[src/dams_pkg.sv]
// Constants and types shared by the dual analog monitor scaler
// Overview of operation
// - Two channels, own selector, offset and scale
// - Outputs held within plus/minus ten volts
// - Mode one outputs magnitude on both channels
// - Codes 0-7 drive variables, code 8 reserved
// - Codes 9-24 encoder, inertia, error, thermal, current, position, speed, hall items
// - Channel one: (variable - offset) / scale
// - Channel two: (variable - offset) / scale
package dams_pkg;
  // Register indexes; the byte address is four times the index
  localparam logic [15:0] IDX_MODE = 16'h2220;
  localparam logic [15:0] IDX_SEL1 = 16'h2221;
  localparam logic [15:0] IDX_SEL2 = 16'h2222;
  localparam logic [15:0] IDX_OFF1 = 16'h2223;
  localparam logic [15:0] IDX_OFF2 = 16'h2224;
  localparam logic [15:0] IDX_SCL1 = 16'h2225;
  localparam logic [15:0] IDX_SCL2 = 16'h2226;
  // APB byte addresses, one aligned word per register
  localparam logic [15:0] ADDR_MODE = 16'(IDX_MODE * 4);
  localparam logic [15:0] ADDR_SEL1 = 16'(IDX_SEL1 * 4);
  localparam logic [15:0] ADDR_SEL2 = 16'(IDX_SEL2 * 4);
  localparam logic [15:0] ADDR_OFF1 = 16'(IDX_OFF1 * 4);
  localparam logic [15:0] ADDR_OFF2 = 16'(IDX_OFF2 * 4);
  localparam logic [15:0] ADDR_SCL1 = 16'(IDX_SCL1 * 4);
  localparam logic [15:0] ADDR_SCL2 = 16'(IDX_SCL2 * 4);
  // Reset values
  localparam logic [15:0] RST_MODE = 16'h0000;
  localparam logic [15:0] RST_SEL = 16'h0000;
  localparam logic [31:0] RST_OFFSET = 32'h0000_0000;
  localparam logic [31:0] RST_SCALE = 32'h0000_0001;
  // Field values
  localparam logic [15:0] MODE_ABS = 16'h0001;
  localparam logic [15:0] SEL_LAST = 16'h0018;
  localparam int SEL_RESERVED = 8;
  localparam int NUM_CODES = 25;
  // Datapath widths
  localparam int VAL_W = 32;
  localparam int NUM_W = 43;
  localparam int OUT_W = 16;
  // Output scaling in millivolts
  localparam int FULL_SCALE_V = 10;
  localparam logic [NUM_W-1:0] MV_PER_V = 43'h3e8;
  localparam logic [NUM_W-1:0] LIMIT_MV = NUM_W'(FULL_SCALE_V) * MV_PER_V;
  // Divider runs one clock per quotient bit
  localparam int DIV_CYCLES = NUM_W;
  // Conversion sequence shared by both channels
  typedef enum logic [1:0] {
    ST_SAMPLE = 2'b00,
    ST_START = 2'b01,
    ST_DIVIDE = 2'b10,
    ST_LOAD = 2'b11
  } dams_state_e;
endpackage

[src/dams_divider.sv]
// Restoring unsigned divider, one quotient bit per clock
module dams_divider
  import dams_pkg::*;
(
  input wire logic clk,
  input wire logic rst_b,
  input wire logic start,
  input wire logic [NUM_W-1:0] num,
  input wire logic [VAL_W-1:0] den,
  output logic done,
  output logic [NUM_W-1:0] quot
);
  logic [VAL_W:0] rem; // Partial remainder, below the divisor whenever the divisor is nonzero
  logic [VAL_W-1:0] den_q; // Divisor held for the whole run
  logic [5:0] cnt; // Iteration counter
  logic busy; // Run in progress
  logic [VAL_W+1:0] shifted; // Remainder with next numerator bit
  logic [VAL_W+1:0] trial; // Shifted remainder minus divisor
  logic fits; // Divisor fits, quotient bit is one
  logic last; // Final iteration

  // A zero divisor fits on the first 33 bits, so the upper quotient bits are all ones
  assign shifted = {rem, quot[NUM_W-1]};
  assign trial = shifted - {2'b00, den_q};
  assign fits = ~trial[VAL_W+1];
  assign last = (cnt == 6'(DIV_CYCLES - 1));

  // Quotient bits shift in where numerator bits shift out
  always_ff @(posedge clk)
  begin
    if (!rst_b)
    begin
      rem <= '0;
      den_q <= '0;
      quot <= '0;
      cnt <= '0;
      busy <= 1'b0;
      done <= 1'b0;
    end
    else if (start)
    begin
      rem <= '0;
      den_q <= den;
      quot <= num;
      cnt <= '0;
      busy <= 1'b1;
      done <= 1'b0;
    end
    else if (busy)
    begin
      rem <= fits ? trial[VAL_W:0] : shifted[VAL_W:0];
      quot <= {quot[NUM_W-2:0], fits};
      cnt <= cnt + 6'h01;
      busy <= !last;
      done <= last;
    end
    else
    begin
      done <= 1'b0;
    end
  end
endmodule // dams_divider

[src/dams_limiter.sv]
// Output limiter with sign and magnitude mode
module dams_limiter
  import dams_pkg::*;
(
  input wire logic clk,
  input wire logic rst_b,
  input wire logic load,
  input wire logic [NUM_W-1:0] quot,
  input wire logic neg,
  input wire logic abs_mode,
  output logic signed [OUT_W-1:0] out_mv
);
  localparam logic signed [OUT_W-1:0] LIM_S = LIMIT_MV[OUT_W-1:0]; // Full scale
  logic [OUT_W-1:0] mag; // Clamped magnitude
  logic [OUT_W-1:0] next_out_mv; // Signed result to load

  // Clamp before the sign is applied, so both polarities stop at full scale
  assign mag = (quot > LIMIT_MV) ? LIMIT_MV[OUT_W-1:0] : quot[OUT_W-1:0];
  // Magnitude mode drops the sign on every channel
  assign next_out_mv = (neg && !abs_mode) ? (~mag + 16'h0001) : mag;

  // Output holds between refreshes
  always_ff @(posedge clk)
  begin
    if (!rst_b)
      out_mv <= '0;
    else if (load)
      out_mv <= next_out_mv;
  end
endmodule // dams_limiter

[src/dams_scaler.sv]
// Dual analog monitor scaler: APB registers, selectors and scaling
module dams_scaler
  import dams_pkg::*;
(
  input wire logic CLK_SYS,
  input wire logic RST_B,
  input wire logic PSEL,
  input wire logic PENABLE,
  input wire logic PWRITE,
  input wire logic [15:0] PADDR,
  input wire logic [31:0] PWDATA,
  input wire logic [3:0] PSTRB,
  output logic [31:0] PRDATA,
  output logic PREADY,
  output logic PSLVERR,
  input wire logic signed [VAL_W-1:0] VAR_SPEED_FB,
  input wire logic signed [VAL_W-1:0] VAR_SPEED_CMD,
  input wire logic signed [VAL_W-1:0] VAR_SPEED_ERR,
  input wire logic signed [VAL_W-1:0] VAR_TORQUE_FB,
  input wire logic signed [VAL_W-1:0] VAR_TORQUE_CMD,
  input wire logic signed [VAL_W-1:0] VAR_POS_ERR,
  input wire logic signed [VAL_W-1:0] VAR_OVERLOAD,
  input wire logic signed [VAL_W-1:0] VAR_LINK_VOLT,
  input wire logic signed [VAL_W-1:0] VAR_ENC_TURN,
  input wire logic signed [VAL_W-1:0] VAR_INERTIA,
  input wire logic signed [VAL_W-1:0] VAR_FOLLOW_ERR,
  input wire logic signed [VAL_W-1:0] VAR_DRV_TEMP1,
  input wire logic signed [VAL_W-1:0] VAR_DRV_TEMP2,
  input wire logic signed [VAL_W-1:0] VAR_ENC_TEMP,
  input wire logic signed [VAL_W-1:0] VAR_HALL,
  input wire logic signed [VAL_W-1:0] VAR_CUR_U,
  input wire logic signed [VAL_W-1:0] VAR_CUR_V,
  input wire logic signed [VAL_W-1:0] VAR_CUR_W,
  input wire logic signed [VAL_W-1:0] VAR_POS_ACT,
  input wire logic signed [VAL_W-1:0] VAR_POS_DMD,
  input wire logic signed [VAL_W-1:0] VAR_CMD_SPEED,
  input wire logic signed [VAL_W-1:0] VAR_HALL_U,
  input wire logic signed [VAL_W-1:0] VAR_HALL_V,
  input wire logic signed [VAL_W-1:0] VAR_HALL_W,
  output logic signed [OUT_W-1:0] MON_CH1_MV,
  output logic signed [OUT_W-1:0] MON_CH2_MV,
  output logic MON_UPDATE
);
  // Byte-lane merge of write data into a register word
  function automatic logic [31:0] merge(
    input logic [31:0] old,
    input logic [31:0] wd,
    input logic [3:0] st
  );
    logic [31:0] res;
    res = old;
    for (int b = 0; b < 4; b++)
      if (st[b])
        res[8*b +: 8] = wd[8*b +: 8];
    return res;
  endfunction

  logic signed [VAL_W-1:0] var_tab [NUM_CODES]; // Code table of variables
  logic [15:0] mode; // Output mode setting
  logic [31:0] wd_mode; // Merged write word for mode
  logic wr_acc; // Write access phase
  logic setup; // Setup phase of any transfer
  logic hit_mode; // Mode register addressed
  logic hit_any; // Any register addressed
  logic [31:0] rd_mux; // Read word before capture
  logic abs_mode; // Magnitude-only output selected
  logic div_done_all; // Both dividers finished
  dams_state_e state; // Conversion sequence state
  dams_state_e next_state; // Next sequence state

  // Variables that only the selectors read come from the same clock
  // domain, so no synchroniser is needed; slot 8 reads as zero.
  assign var_tab[0] = VAR_SPEED_FB;
  assign var_tab[1] = VAR_SPEED_CMD;
  assign var_tab[2] = VAR_SPEED_ERR;
  assign var_tab[3] = VAR_TORQUE_FB;
  assign var_tab[4] = VAR_TORQUE_CMD;
  assign var_tab[5] = VAR_POS_ERR;
  assign var_tab[6] = VAR_OVERLOAD;
  assign var_tab[7] = VAR_LINK_VOLT;
  assign var_tab[SEL_RESERVED] = '0;
  assign var_tab[9] = VAR_ENC_TURN;
  assign var_tab[10] = VAR_INERTIA;
  assign var_tab[11] = VAR_FOLLOW_ERR;
  assign var_tab[12] = VAR_DRV_TEMP1;
  assign var_tab[13] = VAR_DRV_TEMP2;
  assign var_tab[14] = VAR_ENC_TEMP;
  assign var_tab[15] = VAR_HALL;
  assign var_tab[16] = VAR_CUR_U;
  assign var_tab[17] = VAR_CUR_V;
  assign var_tab[18] = VAR_CUR_W;
  assign var_tab[19] = VAR_POS_ACT;
  assign var_tab[20] = VAR_POS_DMD;
  assign var_tab[21] = VAR_CMD_SPEED;
  assign var_tab[22] = VAR_HALL_U;
  assign var_tab[23] = VAR_HALL_V;
  assign var_tab[24] = VAR_HALL_W;

  // Bus decode; zero wait states, so the access phase always completes
  assign setup = PSEL & ~PENABLE;
  assign wr_acc = PSEL & PENABLE & PWRITE;
  assign hit_mode = (PADDR == ADDR_MODE);
  assign wd_mode = merge({16'h0000, mode}, PWDATA, PSTRB);
  assign PREADY = 1'b1;
  assign abs_mode = (mode == MODE_ABS);

  // Mode register; other mode values keep the signed output
  always_ff @(posedge CLK_SYS)
  begin
    if (!RST_B)
      mode <= RST_MODE;
    else if (wr_acc && hit_mode)
      mode <= wd_mode[15:0];
  end

  // One channel per iteration, each with its own settings and datapath
  for (genvar c = 0; c < 2; c++)
  begin : g_chan
    logic [15:0] sel; // Variable selector
    logic [31:0] off; // Signed offset
    logic [31:0] scl; // Unsigned scale
    logic hit_sel; // Selector addressed
    logic hit_off; // Offset addressed
    logic hit_scl; // Scale addressed
    logic [31:0] wd_sel; // Merged write words
    logic [31:0] wd_off;
    logic [31:0] wd_scl;
    logic [31:0] rd; // This channel's read contribution
    logic signed [VAL_W-1:0] val; // Selected variable
    logic signed [VAL_W:0] diff; // Variable minus offset
    logic [VAL_W:0] mag; // Magnitude of the difference
    logic [NUM_W-1:0] num_calc; // Magnitude in millivolt units
    logic [NUM_W-1:0] num_q; // Dividend held for the run
    logic [VAL_W-1:0] den_q; // Scale held for the run
    logic neg_q; // Sign of the difference
    logic lt; // Variable below offset, for checking only
    logic done; // Divider finished
    logic [NUM_W-1:0] quot; // Divider result
    logic signed [OUT_W-1:0] out_mv; // Limited output
    logic [NUM_W+VAL_W-1:0] prod; // Quotient times scale, for checking
    logic quot_ok; // Quotient consistent with dividend and scale

    assign hit_sel = (PADDR == ((c == 0) ? ADDR_SEL1 : ADDR_SEL2));
    assign hit_off = (PADDR == ((c == 0) ? ADDR_OFF1 : ADDR_OFF2));
    assign hit_scl = (PADDR == ((c == 0) ? ADDR_SCL1 : ADDR_SCL2));
    assign wd_sel = merge({16'h0000, sel}, PWDATA, PSTRB);
    assign wd_off = merge(off, PWDATA, PSTRB);
    assign wd_scl = merge(scl, PWDATA, PSTRB);
    // Narrow selector reads with zero upper half
    assign rd = hit_sel ? {16'h0000, sel} : hit_off ? off : hit_scl ? scl : 32'h0;

    // Both channels index the same table; codes past the end read zero
    assign val = (sel <= SEL_LAST) ? var_tab[sel[4:0]] : '0;
    // Difference is one bit wider so no offset can wrap it
    assign diff = (VAL_W+1)'(val) - (VAL_W+1)'($signed(off));
    assign mag = diff[VAL_W] ? (VAL_W+1)'(-diff) : diff;
    // Scaling to millivolts before the divide keeps fractional volts
    assign num_calc = NUM_W'(mag) * MV_PER_V;
    assign lt = (val < $signed(off));
    assign prod = quot * den_q;
    assign quot_ok = (prod <= {32'h0, num_q}) && (({32'h0, num_q} - prod) < {43'h0, den_q});

    // Settings registers
    always_ff @(posedge CLK_SYS)
    begin
      if (!RST_B)
      begin
        sel <= RST_SEL;
        off <= RST_OFFSET;
        scl <= RST_SCALE;
      end
      else if (wr_acc)
      begin
        if (hit_sel)
          sel <= wd_sel[15:0];
        if (hit_off)
          off <= wd_off;
        if (hit_scl)
          scl <= wd_scl;
      end
    end

    // Operands are frozen at sampling so a write mid-run does no harm
    always_ff @(posedge CLK_SYS)
    begin
      if (!RST_B)
      begin
        num_q <= '0;
        den_q <= RST_SCALE;
        neg_q <= 1'b0;
      end
      else if (state == ST_SAMPLE)
      begin
        num_q <= num_calc;
        den_q <= scl;
        neg_q <= diff[VAL_W];
      end
    end

    // Divide by the scale setting
    dams_divider u_div (
      .clk(CLK_SYS),
      .rst_b(RST_B),
      .start(state == ST_START),
      .num(num_q),
      .den(den_q),
      .done(done),
      .quot(quot)
    );

    // Clamp, sign and hold the result
    dams_limiter u_lim (
      .clk(CLK_SYS),
      .rst_b(RST_B),
      .load(state == ST_LOAD),
      .quot(quot),
      .neg(neg_q),
      .abs_mode(abs_mode),
      .out_mv(out_mv)
    );
  end

  assign hit_any = hit_mode | g_chan[0].hit_sel | g_chan[0].hit_off | g_chan[0].hit_scl
    | g_chan[1].hit_sel | g_chan[1].hit_off | g_chan[1].hit_scl;
  assign rd_mux = (hit_mode ? {16'h0000, mode} : 32'h0) | g_chan[0].rd | g_chan[1].rd;
  assign div_done_all = g_chan[0].done & g_chan[1].done;
  assign MON_CH1_MV = g_chan[0].out_mv;
  assign MON_CH2_MV = g_chan[1].out_mv;

  // Read data and error are captured in the setup phase
  always_ff @(posedge CLK_SYS)
  begin
    if (!RST_B)
    begin
      PRDATA <= 32'h0;
      PSLVERR <= 1'b0;
    end
    else if (setup)
    begin
      PRDATA <= PWRITE ? 32'h0 : rd_mux;
      PSLVERR <= ~hit_any;
    end
  end

  // Sequence: sample operands, start divide, wait, load outputs
  always_comb
  begin
    next_state = state;
    unique case (state)
      ST_SAMPLE: next_state = ST_START;
      ST_START: next_state = ST_DIVIDE;
      ST_DIVIDE: next_state = div_done_all ? ST_LOAD : ST_DIVIDE;
      ST_LOAD: next_state = ST_SAMPLE;
    endcase
  end

  // State register and refresh strobe
  always_ff @(posedge CLK_SYS)
  begin
    if (!RST_B)
    begin
      state <= ST_SAMPLE;
      MON_UPDATE <= 1'b0;
    end
    else
    begin
      state <= next_state;
      MON_UPDATE <= (state == ST_LOAD);
    end
  end
endmodule // dams_scaler

[config.mk]
export PLATFORM = sky130hd
export DESIGN_NAME = dams_scaler
export DESIGN_NICKNAME = d
export VERILOG_FILES = /design/src/dams_pkg.sv /design/src/dams_divider.sv /design/src/dams_limiter.sv /design/src/dams_scaler.sv
export SDC_FILE = /design/constraint.sdc
export NUM_CORES = 2
export LEC_CHECK = 0
export ABC_AREA = 0
export BUFFER_PORTS_ARGS = -buffer_cell sky130_fd_sc_hd__buf_2
export CAP_MARGIN = 10
export CORE_AREA = 2 2 346 348
export CTS_BUF_LIST = sky130_fd_sc_hd__clkbuf_4 sky130_fd_sc_hd__clkbuf_8 sky130_fd_sc_hd__clkbuf_16
export CTS_CLUSTER_SIZE = 16
export DETAILED_ROUTE_END_ITERATION = 10
export DIE_AREA = 0 0 348 350
export PLACE_DENSITY = 0.71
export SYNTH_ARGS = -nofsm -noshare
export SYNTH_HDL_FRONTEND = slang
export SYNTH_SLANG_ARGS = --single-unit
export TNS_END_PERCENT = 50
[constraint.sdc]
create_clock -name CLK_SYS -period 12.25 [get_ports CLK_SYS]
set_input_delay 1.8375 -clock CLK_SYS [delete_from_list [all_inputs] [get_ports CLK_SYS]]
set_output_delay 1.8375 -clock CLK_SYS [all_outputs]
set_load 0.005 [all_outputs]
# == Yosys cells after proc, flatten, opt, wreduce, memory -nomap -nowiden ==
# Cells that the tools add are included.
# totals
register_bits,622
mem_bits_ro,0
latchBits,0
elab_cells,168
memories,0
inputBits,825
ram_bits,0
# classes
mul,2
n_reduce_logical,34
bitwise,23
div_mod_pow,0
n_eq_ne,13
order_cmp,6
shift,0
addsub,10
n_mux,34
# ops
op,n
$mux 32,13
$bmux 32 s5,2
$mux 43,4
$mux 33,4
$eq 16x16->1 const B,7
$gt 43x14->1 const B,2
$mul 33x7->40 const B,2
$mux 16,5
$sub 34x32->34,2
$neg 33->33,2
$sub 32x32->33,2
$reduce_and 3->1,20
$add 16x1->16 const B,2
$le 16x5->1 const B,2
$not 16->16,2
$or 16x32->32,1
$or 32x32->32,1
$eq 16x1->1 const B,1
$add 6x1->6 const B,2
$eq 6x6->1 const B,2
$ge 6x6->1 const B,2
$not 5->6,2
$pmux 2 s4,1
$not 1->1,7
other kinds (12),32

# == Longest topological paths before layout ==
# depth
ltp_word,9
ltp_mapped,44
mapped_depth_nobuf,40

# == By module ==
# From an unflattened synthesis, not the netlist that was laid out.
# hier_totals
hier_cells,6462
hier_area_um2,58615.0
# by_module_without_submodules
module,cells_each,area_per_inst_um2,instances
dams_scaler,4529,42463.2,1
dams_divider (g_chan[0].u_div),825,6967.9,1
dams_divider (g_chan[1].u_div),820,6941.7,1
dams_limiter,144,1121.1,2

# == Worst setup path before layout ==
# Ideal clock, no wire load.
# synth_timing
path_type,input to register
start,input port VAR_HALL[0]
end,register g_chan[1].num_q[35]
path_stages,38
setup_ns,0.117
arrival_ns,11.159
slack_ns,0.974
path_cell_list,mux4_2 -> mux4_2 -> nor2_1 -> a211o_1 -> ha_1 -> inv_1 -> fa_1 -> a21oi_1 -> o221ai_1 -> o211ai_1 -> a211oi_1 -> o41a_1 -> a311o_1 -> a41oi_1 -> mux2_4 -> clkbuf_1 -> o21ai_0 -> xnor2_1 -> [2 not listed] -> fa_1 -> fa_1 -> inv_1 -> ha_1 -> a21o_1 -> ha_1 -> a21o_1 -> a21o_1 -> a21o_1 -> a21o_1 -> a21o_1 -> a2111oi_0 -> o41ai_1 -> a31oi_1 -> nor2b_1 -> o21a_1 -> o31a_1 -> a32o_1
# synth_via
elab_chain_cells,8
# synth_rtl
item,line,text
"start, declared",dams_scaler.sv:30,"input wire logic signed [VAL_W-1:0] VAR_HALL,"
$bmux 32 s5 (*),dams_scaler.sv:153,assign val = (sel <= SEL_LAST) ? var_tab[sel[4:0]] : '0;
$mux 32 (not written as such) (*) (2 in series),dams_scaler.sv:153,
$mux 32 (*),dams_scaler.sv:153,
$sub 32x32->33 (*),dams_scaler.sv:155,assign diff = (VAL_W+1)'(val) - (VAL_W+1)'($signed(off));
$neg 33->33,dams_scaler.sv:156,assign mag = diff[VAL_W] ? (VAL_W+1)'(-diff) : diff;
$mux 33 (*),dams_scaler.sv:156,
$mul 33x7->40 (*),dams_scaler.sv:158,assign num_calc = NUM_W'(mag) * MV_PER_V;
"end signal, assigned",dams_scaler.sv:194,num_q <= num_calc;
"end, declared",dams_scaler.sv:133,logic [NUM_W-1:0] num_q;
# Mark *: on every way between the ends. The rest lies on a longest branch, timed or not. The select of a mux whose other input is x is not followed.
# A chain may end at the register's enable or synchronous reset.

# == Worst setup path after layout ==
# layout_timing
start,register g_chan[1].sel[0]
end,register g_chan[1].num_q[35]
# layout_via
elab_chain_cells,9
# layout_rtl
item,line,text
"start, declared",dams_scaler.sv:119,logic [15:0] sel;
"start signal, assigned",dams_scaler.sv:175,sel <= wd_sel[15:0];
$not 5->6 (not written as such),dams_scaler.sv:153,
$bmux 32 s5,dams_scaler.sv:153,
$mux 32 (not written as such) (2 in series),dams_scaler.sv:153,
$mux 32 (*),dams_scaler.sv:153,
$sub 32x32->33 (*),dams_scaler.sv:155,
$neg 33->33,dams_scaler.sv:156,
$mux 33 (*),dams_scaler.sv:156,
$mul 33x7->40 (*),dams_scaler.sv:158,
# Marks and branches as above.

==> metrics.txt <==
top_reg_cell synth=dfxtp_1; Avg WL per Cell=between 30 and 40 microns; Root Driver=clkbuf_16; Post-CTS Hold Fix Bufs=0; hold crit path type=flip-flop to flip-flop; synth warn=0; Synth cell types=98; RePlAce Congestion=1.132; Total GRT Usage=a little under half; Syn Nets=7596; number of flops mapped to enable cells by yosys=0; Mapped Area=58130 sq um; core footprint=117800 sq um; largest net degree at the start of global routing=~250; IO Port Bufs=890; router iterations before antenna repair=7; Critical Path End Type=flip-flop; Area Overhead vs Synth=15.55%; commonest non-fill, non-tap cell in the layout=buf_2; final net count=8298; maxcap violations=0; worst r2r src=g_chan[1].sel[0]; final setup fails=0; worst-skew pair later-pin latency=0.68 ns; CTS H-tree depth=3; slowest CP cell=dfxtp_4; Startpoint Class=flip-flop; worst r2r path cells=34; #FFs+latches synth=just over 600; Vias=56530; Pwr per Cell Area=285.2 nW/um^2; fin crit share=around 94%; Worst Min Path Start=g_chan[0].num_q[41]; first-pass GRT wire length=386.9 mm; vias in the first global route=50900; crit path DAT=12.07 ns; TritonCTS clock tree=built; Hold Path Cell Cnt=2; r2r setup slk=0.72 ns; Fin Hold WS=0.4595 ns; maximum vdd drop=0.3903 mV; Crit Path Max Fanout=32; Final Hold Viols=0; f_max=0.08671 GHz; Pins Over Slew Limit=0; setup bufs post-CTS=0; syn_area_per_cell=9.322 sq um; most frequent cells in the layout=890 x buf_2, 610 x dfxtp_1, 499 x inv_1; Final HPWL DP=235.8 mm; Core Util, Final=57.04%; Die Y=around 350 microns; post-layout min period=11.53 ns; worst-margin pin slew=1.260 ns; routed wire length=284.6 mm; I/O Pins=892; die area=around 120000 sq um; CP peak stage delay=0.99 ns; Starting Density=49.36%; Async SR Flop Fraction=0%; CTS max path bufs=3; Hold Path Sink=g_chan[0].num_q[41]; Inserted Clock Buffers=between 70 and 80; initial antenna violation count=around 240; post-synthesis sequential area ratio=21.42%; post-synth top area cell=dfxtp_1; Worst EP required=about 13 ns; row cnt=approximately 130; Yosys top cell area share=~21%; drt initial violations=around 8000; gr ovfl total=0; Fin Setup TNS=0 ns; Antenna Nets Post-Route=0; WS Path Type=flip-flop to flip-flop; Leak Pwr=27.30 nW; clock-pin slew on the worst setup and hold paths=0.06 ns; skew final=0.05744 ns; RSZ-0062 raised after global routing=no; Die W=348 microns; outcome=finished, final reports clean; FF-to-FF End=g_chan[1].num_q[35]; CTS sink count=~620; Residual DRC=0; main area contributors after synthesis=dfxtp_1 21%, mux4_2 15%, mux2i_1 8.1%; Relative slew margins=between 10% and 20%; Synth Instances=between 6000 and 7000; Vias/cell=6.484; share of cells above drive strength 1=24.27%
## logic make-up (layout without fill, tap and decap cells)
| family | after synthesis | after routing | share of synthesized area, % |
|---|---|---|---|
| AOI/OAI and AO/OA | 1341 | 1341 | 15.21 |
| xor gates and xnor gates | 289 | 289 | 4.535 |
| adders and majority gates | 546 | 546 | 14.68 |
| buffers and inverters | 899 | 1650 | 5.829 |
| DFF | 622 | 622 | 21.42 |
| muxes | 930 | 930 | 24.45 |
| other | 1 | 197 | 0.006451 |
| and+or+nand+nor | 1608 | 1608 | 13.88 |
## critical path: cells and delay by family, from the launching register on
| kind | cells | cell delay, ns |
|---|---|---|
| mux | 3 | 1.43 |
| xor+xnor | 3 | 1.05 |
| simple gates | 2 | 0.17 |
| fa+ha+maj | 5 | 2.32 |
| buf+inv | 2 | 0.55 |
| flops | 1 | 0.99 |
| compound gates | 19 | 4.76 |
## metrics by stage
step           total power, mW  worst slack [ns]  std cells  area (sq um)
6_report                 19.16            0.7177       8719         67170
5_1_grt                  20.89          0.003323       8622         66930
4_1_cts                  18.93            0.6420       8522         66670
3_5_place_dp             16.68           0.03469       8399         64280
3_3_place_gp             16.40            0.2648       8399         64280
2_1_floorplan            13.37            0.9738       6236         58130
## worst max path at each step
stage / start / end / slack (ns) / cells after the start
after floorplan: VAR_HALL[0] / g_chan[1].num_q[35] / 0.97 / 38
after global placement: VAR_SPEED_CMD[0] / g_chan[0].num_q[41] / 0.26 / 39
after detailed placement: VAR_SPEED_CMD[0] / g_chan[0].num_q[41] / 0.03 / 39
after CTS: g_chan[0].sel[0] / g_chan[0].num_q[41] / 0.64 / 39
after global routing: g_chan[0].sel[0] / g_chan[0].num_q[41] / 0.003 / 39
final: g_chan[1].sel[0] / g_chan[1].num_q[35] / 0.72 / 34
## synthesized netlist by cell type (8+ instances only)
cell and instances:
fa_1 230, maj3_1 11, a211o_1 10, mux4_2 384
or3_1 21, nand3_1 112, nand4_1 30, o211ai_1 41
or2_2 25, a211oi_1 89, a31oi_1 51, a21boi_0 111
o21bai_1 18, ha_1 305, a222oi_1 23, a22o_1 66
xnor2_1 168, o2111ai_1 8, and2_1 108, o21ai_0 259
o211a_1 22, a22oi_1 44, xor2_1 110, nor2_1 312
o21a_1 34, nor3_1 53, nor2b_1 344, mux2i_1 472
a21oi_1 350, nor4_1 32, nand2b_1 43, o31ai_1 13
o41ai_1 9, clkbuf_1 315, inv_1 499, a21o_1 116
buf_1 78, mux2_2 73, nand2_1 457, dfxtp_1 622
and3_1 24
## where the power goes
| part | switching (mW) | leakage (nW) | internal (mW) |
|---|---|---|---|
| Sequential | 0.146 | 5.05 | 2.25 |
| Clock | 0.937 | 1.19 | 1.26 |
| Combinational | 8.23 | 21.1 | 6.34 |
| Total | 9.31 | 27.3 | 9.85 |
## metal layers
metal,vias to the layer above,routed length (microns),GRT usage (%)
met5,-,533,2.433
met4,88,26650,38.70
met3,1012,37210,18.18
met2,4103,114900,61.32
met1,27310,105300,55.35
li1,24020,-,-
## sequential cells by signal (all words and copies together), names as in the netlist, 12 cells and up
register / count
PRDATA: 32
g_chan.u_div.quot: 86
g_chan.u_lim.out_mv: 32
mode: 16
g_chan.off: 64
g_chan.u_div.den_q: 64
g_chan.num_q: 80
g_chan.scl: 64
g_chan.u_div.rem: 66
g_chan.den_q: 64
g_chan.u_div.cnt: 12
g_chan.sel: 32
## cell type report
type,count,area (sq um)
fillers,10620,50600
multi-input cells,4715,42440
flip-flops and latches,622,12490
repair buffers,1025,5550
clock buffers,95,2056
well taps,1536,1922
inverters,502,1884
diodes,196,490.5
clock inverters,28,334.1
## what timing repair did
action,CTS,global route
endpoints found under the hold margin,0,0
gates resized for setup,0,2
endpoints found under the setup margin,0,2
Note: power is estimated with default switching activity, not from simulation.
